<file path="src/mad_consts.svh">
// Purpose: constants for the modem autodial sequencer
// Assumes: 100 MHz clock, 32-bit classic Wishbone register bus
// Notes:   byte addresses, field positions, codes and timing counts
`ifndef MAD_CONSTS_SVH
`define MAD_CONSTS_SVH

// register byte addresses
`define MAD_ADR_CTRL      12'h000
`define MAD_ADR_CMD       12'h004
`define MAD_ADR_TMO       12'h008
`define MAD_ADR_LEN       12'h00c
`define MAD_ADR_STATUS    12'h010
`define MAD_ADR_IRQ_STAT  12'h014
`define MAD_ADR_IRQ_MASK  12'h018
`define MAD_ADR_RSP       12'h01c
`define MAD_ADR_STR_BASE  12'h200
`define MAD_STR_WORDS     125

// control and status fields
`define MAD_CTRL_START    0
`define MAD_CTRL_MASTER   1
`define MAD_ST_BUSY       0
`define MAD_ST_DONE       1
`define MAD_ST_ERR_LSB    4
`define MAD_IRQ_DONE      0
`define MAD_IRQ_ERR       1

// command and string
`define MAD_CMD_DIAL      16'h1ce8
`define MAD_LEN_MIN       16'h0001
`define MAD_LEN_MAX       16'h00fa
`define MAD_CHR_PLUS      8'h2b
`define MAD_CHR_CR        8'h0d
`define MAD_CHR_LF        8'h0a
`define MAD_CHR_ECHO      8'h41
`define MAD_CHR_OK        8'h4f
`define MAD_CHR_CONNECT   8'h43
`define MAD_PLUS_COUNT    12'h003

// error codes
`define MAD_ERR_NONE      4'h0
`define MAD_ERR_CMD       4'h1
`define MAD_ERR_MODE      4'h2
`define MAD_ERR_LEN       4'h3
`define MAD_ERR_TMO       4'h4
`define MAD_ERR_RSP       4'h5

// timing
`define MAD_CLK_HZ        100000000
`define MAD_SIL_S         2
`define MAD_MS_PER_S      1000
`define MAD_CYC_PER_MS    (`MAD_CLK_HZ / `MAD_MS_PER_S)
`define MAD_SIL_MS        (`MAD_SIL_S * `MAD_MS_PER_S)

`endif

</file>
<file path="src/mad_pkg.sv">
// Purpose: types of the modem autodial sequencer
// Assumes: constants come from mad_consts.svh
// Notes:   the whole sequencer state is one packed struct
package mad_pkg;

  typedef enum logic [3:0] {
    ST_IDLE, ST_SIL1, ST_PLUS, ST_SIL2, ST_FETCH, ST_LOAD, ST_SEND, ST_RESP
  } mad_phase_t;

  typedef struct packed {
    mad_phase_t  st;
    logic        master;
    logic [15:0] cmd_num;
    logic [15:0] tmo;
    logic [15:0] len;
    logic [3:0]  err;
    logic        done;
    logic [1:0]  irq_stat;
    logic [1:0]  irq_mask;
    logic        ack;
    logic [31:0] rdat;
    logic [11:0] cnt;
    logic [9:0]  ms_in_s;
    logic [15:0] secs;
    logic [7:0]  idx;
    logic [7:0]  tx_byte;
    logic [7:0]  rsp_first;
    logic [7:0]  rsp_last;
    logic        rsp_any;
  } mad_state_t;

endpackage

</file>
<file path="src/mad_tick_div.sv">
// Purpose: divider giving a one-cycle enable pulse every DIV clocks
// Assumes: one clock; en_i low holds the divider at zero
// Notes:   restarting on en_i keeps the first tick a full period away
`timescale 1ns/1ps
`default_nettype none
module mad_tick_div #(
  parameter int DIV = 100000
) (
  input  wire logic clk_i,
  input  wire logic rst_i,
  input  wire logic en_i,
  output logic      tick_o
);
  logic [16:0] cnt_q;

  // count up to DIV-1 then wrap with a pulse
  always_ff @(posedge clk_i) begin
    if (rst_i || !en_i) begin
      cnt_q <= 17'h00000;
    end else if (cnt_q == 17'(DIV - 1)) begin
      cnt_q <= 17'h00000;
    end else begin
      cnt_q <= cnt_q + 17'h00001;
    end
  end

  assign tick_o = en_i && (cnt_q == 17'(DIV - 1));
endmodule
`default_nettype wire

</file>
<file path="src/mad_str_mem.sv">
// Purpose: command string store, 128 words of two characters
// Assumes: one write port from the bus, one read port for the sender
// Notes:   read data is registered, so it follows the address by one cycle
`timescale 1ns/1ps
`default_nettype none
module mad_str_mem (
  input  wire logic        clk_i,
  input  wire logic        we_i,
  input  wire logic [1:0]  be_i,
  input  wire logic [6:0]  waddr_i,
  input  wire logic [15:0] wdata_i,
  input  wire logic [6:0]  raddr_i,
  output logic      [15:0] rdata_o
);
  logic [15:0] mem_q [128];

  // byte-lane writes, registered read
  always_ff @(posedge clk_i) begin
    if (we_i && be_i[0]) begin
      mem_q[waddr_i][7:0] <= wdata_i[7:0];
    end
    if (we_i && be_i[1]) begin
      mem_q[waddr_i][15:8] <= wdata_i[15:8];
    end
    rdata_o <= mem_q[raddr_i];
  end
endmodule
`default_nettype wire

</file>
<file path="src/mad_sequencer.sv">
// Purpose: dial-out command sequencer for a serial port towards a modem
// Assumes: byte UART on the same clock with valid/ready transmit side
// Notes:   registers over classic Wishbone, one level interrupt
// Functional notes
// only command number 1ce8 hex is run, and only with the port as master.
// the operation is local, bytes go to the modem and no link message.
// a start sends 2 s silence, three plus characters, then 2 s silence.
// the command string follows the trailing silence with no added gap.
// software ends every string with a carriage return inside the data.
// software sets block length to (byte count + 1) / 2 + 3.
// the byte count is 1 to 250 and exactly that many bytes are sent.
// timeout seconds, byte count and the string words form the block.
// a zero timeout completes right after the last string byte.
// a nonzero timeout waits that many seconds for the reply, else error.
// software hangs up by reissuing the command with a hang-up string.
// each word gives two characters, low byte first, stopping at count.
//
// Register access over Wishbone and the register addresses were decided locally.
`include "mad_consts.svh"
`timescale 1ns/1ps
`default_nettype none
module mad_sequencer #(
  parameter int CYC_PER_MS = `MAD_CYC_PER_MS,
  parameter int SIL_MS     = `MAD_SIL_MS
) (
  input  wire logic        clk_i,
  input  wire logic        rst_i,
  input  wire logic [11:0] wb_adr_i,
  input  wire logic [31:0] wb_dat_i,
  output logic      [31:0] wb_dat_o,
  input  wire logic        wb_we_i,
  input  wire logic [3:0]  wb_sel_i,
  input  wire logic        wb_cyc_i,
  input  wire logic        wb_stb_i,
  output logic             wb_ack_o,
  output logic      [7:0]  tx_data_o,
  output logic             tx_valid_o,
  input  wire logic        tx_ready_i,
  input  wire logic [7:0]  rx_data_i,
  input  wire logic        rx_valid_i,
  output logic             busy_o,
  output logic             irq_o
);
  mad_pkg::mad_state_t s_q;
  mad_pkg::mad_state_t s_d;
  logic                ms_tick;
  logic [15:0]         mem_rdata;
  logic                bus_req;
  logic                bus_wr;
  logic                str_we;
  logic [6:0]          str_waddr;

  // string window decode, used by the write strobe only
  function automatic logic in_str(input logic [11:0] adr);
    logic [11:0] off;
    off = adr - `MAD_ADR_STR_BASE;
    return (adr >= `MAD_ADR_STR_BASE) &&
           (off[11:2] < 10'(`MAD_STR_WORDS));
  endfunction

  // merge a 16-bit register with the two low byte lanes
  function automatic logic [15:0] lanes(input logic [15:0] old,
                                        input logic [31:0] dat,
                                        input logic [3:0]  sel);
    logic [15:0] r;
    r = old;
    if (sel[0]) r[7:0] = dat[7:0];
    if (sel[1]) r[15:8] = dat[15:8];
    return r;
  endfunction

  // start strobe as seen by the checks
  function automatic logic start_w();
    return bus_wr && wb_adr_i == `MAD_ADR_CTRL && wb_sel_i[0] &&
           wb_dat_i[`MAD_CTRL_START];
  endfunction

  mad_tick_div #(
    .DIV (CYC_PER_MS)
  ) u_ms (
    .clk_i  (clk_i),
    .rst_i  (rst_i),
    .en_i   (s_q.st == mad_pkg::ST_SIL1 ||        // full period per wait
             s_q.st == mad_pkg::ST_SIL2 ||
             s_q.st == mad_pkg::ST_RESP),
    .tick_o (ms_tick)
  );

  // string words are written straight from the bus
  assign bus_req   = wb_cyc_i && wb_stb_i && !s_q.ack;
  assign bus_wr    = bus_req && wb_we_i;
  assign str_we    = bus_wr && in_str(wb_adr_i);
  assign str_waddr = 7'((wb_adr_i - `MAD_ADR_STR_BASE) >> 2);

  mad_str_mem u_mem (
    .clk_i   (clk_i),
    .we_i    (str_we),
    .be_i    (wb_sel_i[1:0]),
    .waddr_i (str_waddr),
    .wdata_i (wb_dat_i[15:0]),
    .raddr_i (s_q.idx[7:1]),                  // two bytes per word
    .rdata_o (mem_rdata)
  );

  // next-state logic: bus slave, sequencer, interrupt status
  always_comb begin
    logic       start;
    logic       fin_ok;
    logic       fin_err;
    logic [3:0] err_code;
    start    = 1'b0;
    fin_ok   = 1'b0;
    fin_err  = 1'b0;
    err_code = `MAD_ERR_NONE;
    s_d      = s_q;
    s_d.ack  = bus_req;

    // register writes; master, command, timeout and length are locked while a command runs
    if (bus_wr) begin
      case (wb_adr_i)
        `MAD_ADR_CTRL: begin
          if (wb_sel_i[0]) begin
            start = wb_dat_i[`MAD_CTRL_START];
            if (s_q.st == mad_pkg::ST_IDLE) begin
              s_d.master = wb_dat_i[`MAD_CTRL_MASTER];
            end
          end
        end
        `MAD_ADR_CMD: begin
          if (s_q.st == mad_pkg::ST_IDLE) begin
            s_d.cmd_num = lanes(s_q.cmd_num, wb_dat_i, wb_sel_i);
          end
        end
        `MAD_ADR_TMO: begin
          if (s_q.st == mad_pkg::ST_IDLE) begin
            s_d.tmo = lanes(s_q.tmo, wb_dat_i, wb_sel_i);
          end
        end
        `MAD_ADR_LEN: begin
          if (s_q.st == mad_pkg::ST_IDLE) begin
            s_d.len = lanes(s_q.len, wb_dat_i, wb_sel_i);
          end
        end
        `MAD_ADR_IRQ_MASK: begin
          if (wb_sel_i[0]) begin
            s_d.irq_mask = wb_dat_i[1:0];
          end
        end
        default: begin
        end
      endcase
    end

    // register reads; string window is write only, holes read zero
    s_d.rdat = 32'h00000000;
    if (bus_req && !wb_we_i) begin
      case (wb_adr_i)
        `MAD_ADR_CTRL:     s_d.rdat = {30'h0, s_q.master, 1'b0};
        `MAD_ADR_CMD:      s_d.rdat = {16'h0000, s_q.cmd_num};
        `MAD_ADR_TMO:      s_d.rdat = {16'h0000, s_q.tmo};
        `MAD_ADR_LEN:      s_d.rdat = {16'h0000, s_q.len};
        `MAD_ADR_STATUS:   s_d.rdat = {24'h0, s_q.err, 2'b00, s_q.done,
                                       s_q.st != mad_pkg::ST_IDLE};
        `MAD_ADR_IRQ_STAT: s_d.rdat = {30'h0, s_q.irq_stat};
        `MAD_ADR_IRQ_MASK: s_d.rdat = {30'h0, s_q.irq_mask};
        `MAD_ADR_RSP:      s_d.rdat = {16'h0000, s_q.rsp_last, s_q.rsp_first};
        default:           s_d.rdat = 32'h00000000;
      endcase
    end

    // sequencer; a start while busy is ignored
    case (s_q.st)
      mad_pkg::ST_IDLE: begin
        if (start) begin
          if (s_q.cmd_num != `MAD_CMD_DIAL) begin
            fin_err  = 1'b1;
            err_code = `MAD_ERR_CMD;
          end else if (!s_q.master) begin
            fin_err  = 1'b1;
            err_code = `MAD_ERR_MODE;
          end else if (s_q.len < `MAD_LEN_MIN ||
                       s_q.len > `MAD_LEN_MAX) begin
            fin_err  = 1'b1;
            err_code = `MAD_ERR_LEN;
          end else begin
            s_d.st      = mad_pkg::ST_SIL1;
            s_d.cnt     = 12'h000;
            s_d.done    = 1'b0;
            s_d.err     = `MAD_ERR_NONE;
            s_d.rsp_any = 1'b0;
          end
        end
      end
      mad_pkg::ST_SIL1: begin
        // leading guard time, line left idle
        if (ms_tick) begin
          s_d.cnt = s_q.cnt + 12'h001;
          if (s_q.cnt == 12'(SIL_MS - 1)) begin
            s_d.st      = mad_pkg::ST_PLUS;
            s_d.cnt     = 12'h000;
            s_d.tx_byte = `MAD_CHR_PLUS;
          end
        end
      end
      mad_pkg::ST_PLUS: begin
        if (tx_ready_i) begin
          s_d.cnt = s_q.cnt + 12'h001;
          if (s_q.cnt == `MAD_PLUS_COUNT - 12'h001) begin
            s_d.st  = mad_pkg::ST_SIL2;
            s_d.cnt = 12'h000;
          end
        end
      end
      mad_pkg::ST_SIL2: begin
        if (ms_tick) begin
          s_d.cnt = s_q.cnt + 12'h001;
          if (s_q.cnt == 12'(SIL_MS - 1)) begin
            s_d.st  = mad_pkg::ST_FETCH;
            s_d.idx = 8'h00;
          end
        end
      end
      mad_pkg::ST_FETCH: begin
        // memory address settles this cycle, data is registered next
        s_d.st = mad_pkg::ST_LOAD;
      end
      mad_pkg::ST_LOAD: begin
        s_d.tx_byte = s_q.idx[0] ? mem_rdata[15:8]
                                 : mem_rdata[7:0];
        s_d.st      = mad_pkg::ST_SEND;
      end
      mad_pkg::ST_SEND: begin
        if (tx_ready_i) begin
          s_d.idx = s_q.idx + 8'h01;
          if ({8'h00, s_q.idx} == s_q.len - 16'h0001) begin
            if (s_q.tmo == 16'h0000) begin
              fin_ok = 1'b1;
            end else begin
              s_d.st      = mad_pkg::ST_RESP;
              s_d.ms_in_s = 10'h000;
              s_d.secs    = 16'h0000;
            end
          end else if (s_q.idx[0]) begin
            s_d.st = mad_pkg::ST_FETCH;                     // next word
          end else begin
            s_d.tx_byte = mem_rdata[15:8];
          end
        end
      end
      mad_pkg::ST_RESP: begin
        // seconds counted from the ms tick
        if (ms_tick) begin
          s_d.ms_in_s = s_q.ms_in_s + 10'h001;
          if (s_q.ms_in_s == 10'(`MAD_MS_PER_S - 1)) begin
            s_d.ms_in_s = 10'h000;
            s_d.secs    = s_q.secs + 16'h0001;
            if (s_q.secs + 16'h0001 == s_q.tmo) begin
              fin_err  = 1'b1;
              err_code = `MAD_ERR_TMO;
            end
          end
        end
        // a reply line ends in CR; echoed command lines are skipped
        if (rx_valid_i && !fin_err) begin
          if (rx_data_i == `MAD_CHR_CR) begin
            if (s_q.rsp_any && s_q.rsp_first != `MAD_CHR_ECHO) begin
              if (s_q.rsp_first == `MAD_CHR_OK ||
                  s_q.rsp_first == `MAD_CHR_CONNECT) begin
                fin_ok = 1'b1;
              end else begin
                fin_err  = 1'b1;
                err_code = `MAD_ERR_RSP;
              end
            end
            s_d.rsp_any = 1'b0;
          end else if (rx_data_i != `MAD_CHR_LF) begin
            if (!s_q.rsp_any) begin
              s_d.rsp_first = rx_data_i;
            end
            s_d.rsp_last = rx_data_i;
            s_d.rsp_any  = 1'b1;
          end
        end
      end
      default: begin
        s_d.st = mad_pkg::ST_IDLE;
      end
    endcase

    // completion; the port is left dialled, hang-up is software's job
    if (fin_ok || fin_err) begin
      s_d.st   = mad_pkg::ST_IDLE;
      s_d.done = 1'b1;
      s_d.err  = err_code;
    end

    // read clears status, a same-cycle event still lands
    if (bus_req && !wb_we_i && wb_adr_i == `MAD_ADR_IRQ_STAT) begin
      s_d.irq_stat = 2'b00;
    end
    if (fin_ok || fin_err) begin
      s_d.irq_stat[`MAD_IRQ_DONE] = 1'b1;
    end
    if (fin_err) begin
      s_d.irq_stat[`MAD_IRQ_ERR] = 1'b1;
    end
  end

  // one register for all state
  always_ff @(posedge clk_i) begin
    if (rst_i) begin
      s_q          <= '0;
      s_q.st       <= mad_pkg::ST_IDLE;
      s_q.tx_byte  <= 8'h00;
    end else begin
      s_q <= s_d;
    end
  end

  // outputs; transmit only to the local modem, never a link frame
  assign wb_ack_o   = s_q.ack;
  assign wb_dat_o   = s_q.rdat;
  assign tx_data_o  = s_q.tx_byte;
  assign tx_valid_o = (s_q.st == mad_pkg::ST_PLUS) ||
                      (s_q.st == mad_pkg::ST_SEND);
  assign busy_o     = s_q.st != mad_pkg::ST_IDLE;
  assign irq_o      = |(s_q.irq_stat & s_q.irq_mask);
endmodule
`default_nettype wire

</file>
<file path="config.mk">
export PLATFORM = sky130hd
export DESIGN_NAME = mad_sequencer
export DESIGN_NICKNAME = d
export VERILOG_FILES = /design/src/mad_pkg.sv /design/src/mad_tick_div.sv /design/src/mad_str_mem.sv /design/src/mad_sequencer.sv
export VERILOG_INCLUDE_DIRS = /design/src /design/src/src
export SDC_FILE = /design/constraint.sdc
export NUM_CORES = 2
export LEC_CHECK = 0
export BUFFER_PORTS_ARGS = -buffer_cell sky130_fd_sc_hd__buf_2
export CAP_MARGIN = 40
export CORE_AREA = 4 4 705 427
export CTS_CLUSTER_DIAMETER = 30
export DETAILED_ROUTE_END_ITERATION = 8
export DIE_AREA = 0 0 709 431
export PLACE_DENSITY = 0.55
export RECOVER_POWER = 50
export SLEW_MARGIN = 5
export SYNTH_ARGS = -nofsm -noshare
export SYNTH_HDL_FRONTEND = slang
export SYNTH_SLANG_ARGS = --single-unit
</file>
<file path="constraint.sdc">
create_clock -name clk_i -period 7.83 [get_ports clk_i]
set_clock_uncertainty 0.15 [all_clocks]
set_input_delay 0.3915 -clock clk_i [delete_from_list [all_inputs] [get_ports clk_i]]
set_output_delay 0.3915 -clock clk_i [all_outputs]
set_load 0.01 [all_outputs]
</file>
==> qor.txt <==
Status -> finished, violations left
Failing checks -> capacitance limit, slew limit
Min cycle time layout -> 5.75 ns
Worst-Skew Late Latency -> 0.84 ns
RSZ-0062 raised after global routing -> false
Placed Area -> 93700 sq um
Initial Util -> 0.300
Setup CP Type -> input port to register
Detail Placement HPWL -> 142000 um
Largest area contributor in the netlist -> edfxtp_1
Top-Level Pins -> 107
Crit-path max cell delay -> 2.52 ns
Critical path's slowest cell -> clkbuf_1
Clk pwr share -> 0.525
Largest net degree at the start of global routing -> 120
Ys flop type -> edfxtp_1
Post-synth top area share -> 0.699
DIE WIDTH -> 709 um
Main combinational cell family by area after synthesis -> multiplexers
FFs w/ async S/R, synth -> 0
Cell Int Power -> 0.0220 W
Crit path DAT -> 5.74 ns
CTS buffer count -> 324
Fillcell total -> 26900
Syn Inst Count -> 4327
Setup TNS Final -> 0 ns
P_sw -> 0.00607 W
Syn Std Cell Area -> 88000 sq um
Fraction of the cycle the final worst path needs -> 0.734
Vias -> 45200
Post-CTS Setup Bufs -> 0
Post-DR wirelength/cell -> 26.3 um
Cell mode on critical path -> clkbuf_1
Port Buffers -> 72
Simple-Gate Fraction of Synth Area -> 0.0411
Distinct cell type count of the synthesized netlist -> 79
Startpoint types -> input port
Htree depth -> 5
Core Util, Final -> 0.357
DRT iter0 DRCs -> 5294
Worst EP required -> 7.82 ns
F_max -> 0.174 GHz
CTS max path bufs -> 4
Syn Area/Cell -> 20.3 sq um
Post-route cell area -> 105000 sq um
CTS tree -> done
Hold Path Class -> input port to register
Fraction of the mapped netlist area in adder cells -> 0.00128
Register area share after synthesis -> 0.740
Synth Area in Compound Gates -> 0.0152
Post-DRT Antenna Nets -> 0
Vias in the first global route -> 44300
Layout cells sized above 1 -> 0.289
Leakage -> 31.7 nW
Top cells by area, synth -> edfxtp_1, mux4_2, dfxtp_1
Max-cap violations -> 26
Avg Vias per Cell -> 5.11
First-pass GRT wire length -> 332000 um
Nets@finish -> 4734
Clk sinks -> 2229
CORE AREA -> 293000 sq um
Clock transition at path regs -> 0.05 ns
Grt ovf -> 0
1st-pass router iterations -> 5
CP cell instances -> dlygate4sd3_1 -> clkbuf_1 -> clkbuf_1 -> clkbuf_1
Placed cell count -> 8194
EDFF count, synth -> 2048
Root Driver -> clkbuf_16
Power Total -> 0.0281 W
Mux share of post-synthesis cell area -> 0.181
Post-cts gate resize count -> 0
Endpoints failing setup -> 0
Critical path fanouts, max -> 72
Die Span Y -> 431 um
Synth warn -> 0
Buf+Inv Stages, Crit Path -> 4
Die area -> 306000 sq um
Worst slew pin tran -> 3.81 ns
Final Max Slew Viols -> 1373
Hold Vio Cnt, Final -> 0
Initial antenna violation count -> 33
GRT Util Overall -> 0.149
Hold_buf cts -> 28
CP Capture Type -> register
Worst ir drop on vdd -> 0.164 mV
Sw frac -> 0.216
Delay-heaviest family, CP -> buffers and inverters
DRC -> 0
Final Non-Filler Cells -> 8830
Area growth syn-to-layout -> 19.2%
Max-slew headroom -> -1.54
Row Count -> 154
Gate power share -> 0.011
Sequential share of power -> 0.464
#FFs+latches synth -> 2229
Power per Cell Area -> 268 nW/um^2
GP Congestion -> 0.786
Post-Synth XOR/XNOR Area -> 0.00617
Routed wire length -> 232000 um
==> routing by layer <==
layer / track usage / part of all wire / vias to the layer above / wire length, um
li1: - / - / 18600 / -
met1: 0.239 / 0.48 / 24400 / 112000
met2: 0.204 / 0.42 / 1854 / 97200
met3: 0.0330 / 0.084 / 298 / 19400
met4: 0.0284 / 0.017 / 2 / 3950
met5: 0 / 0.000043 / - / 10
==> layout by cell type (no fill, tap or decap), types with 62 or more instances in the layout <==
| cell type | n |
|---|---|
| nand2_1 | 108 |
| buf_4 | 78 |
| dfxtp_1 | 174 |
| nor2_1 | 386 |
| clkbuf_16 | 325 |
| mux4_2 | 672 |
| inv_6 | 73 |
| edfxtp_1 | 2048 |
| conb_1 | 64 |
| clkbuf_1 | 76 |
| nand3_1 | 62 |
| a21oi_1 | 65 |
==> logic make-up (layout without fill, tap and decap cells) <==
kind of cell | Yosys count | after routing
buf+inv | 308 | 846
compound gates | 206 | 206
other cells | 1 | 66
xor+xnor | 62 | 62
flops | 2229 | 2229
mux | 747 | 747
fa+ha+maj | 9 | 9
simple gates | 765 | 765
==> sequential cells by signal, indices dropped and copies added (netlist names) <==
name	cells
u_ms.cnt_q	17
u_mem.rdata_o	16
u_mem.mem_q	2048
tx_data_o	8
s_q	123
wb_dat_o	16
wb_ack_o	1
==> worst paths after layout <==
| kind | startpoint | to | slack, ns | cells after the start |
|---|---|---|---|---|
| min | tx_ready_i | s_q[108] | 0.08 | 3 |
| min reg2reg | u_ms.cnt_q[0] | u_ms.cnt_q[0] | 0.32 | 1 |
| max reg2reg | s_q[26] | u_mem.rdata_o[9] | 3.70 | 6 |
| max | wb_dat_i[0] | u_mem.mem_q[82][0] | 2.08 | 4 |
==> tightest hold or removal path, cell delays in order <==
cell and delay (ns):
buf_2 0.20, a32oi_1 0.24, a31oi_1 0.18
==> per-stage QoR <==
| step | hold slack, ns | worst slack [ns] |
|---|---|---|
| 6_report | 0.0772 | 2.08 |
| 3_5_place_dp | 0.304 | 3.59 |
| 5_1_grt | 0.0455 | 1.75 |
| 2_1_floorplan | 0.280 | 4.62 |
| 3_3_place_gp | 0.293 | 3.56 |
| 4_1_cts | 0.00416 | 3.56 |
==> power groups by stage <==
stage	Clock [W]	Combinational, W	Sequential [W]
3_3_place_gp	0	0.000277	0.0133
2_1_floorplan	0	0.0000464	0.0133
5_1_grt	0.0156	0.000333	0.0130
6_report	0.0147	0.000309	0.0130
4_1_cts	0.0150	0.000322	0.0130
3_5_place_dp	0	0.000309	0.0133
==> cells in the mapped netlist (all sizes together), types with 9 or more instances <==
| master | count |
|---|---|
| nand2 | 116 |
| nand4 | 29 |
| o31ai | 11 |
| inv | 22 |
| clkbuf | 175 |
| mux4 | 672 |
| and3 | 13 |
| buf | 110 |
| ha | 9 |
| nor4 | 25 |
| a311oi | 9 |
| nor2 | 387 |
| mux2 | 20 |
| or3 | 12 |
| o21ai | 38 |
| edfxtp | 2048 |
| nor3 | 33 |
| a31oi | 13 |
| a21oi | 65 |
| and2 | 10 |
| a22oi | 27 |
| dfxtp | 181 |
| nor2b | 21 |
| mux2i | 55 |
| xor2 | 21 |
| nand3 | 64 |
| xnor2 | 41 |
==> layout make-up <==
class	count	area [sq um]	share of cell area
clock buffer	345	8240	0.0785
timing repair buffer	231	1990	0.0190
sequential	2229	65100	0.621
antenna	2	5.00	0.0000477
inverter	23	86.3	0.000823
multi-input combinational	1853	21800	0.208
tap	3900	4880	0.0465
clock inverter	247	2780	0.0265
Power figures use the tool's default switching activity.
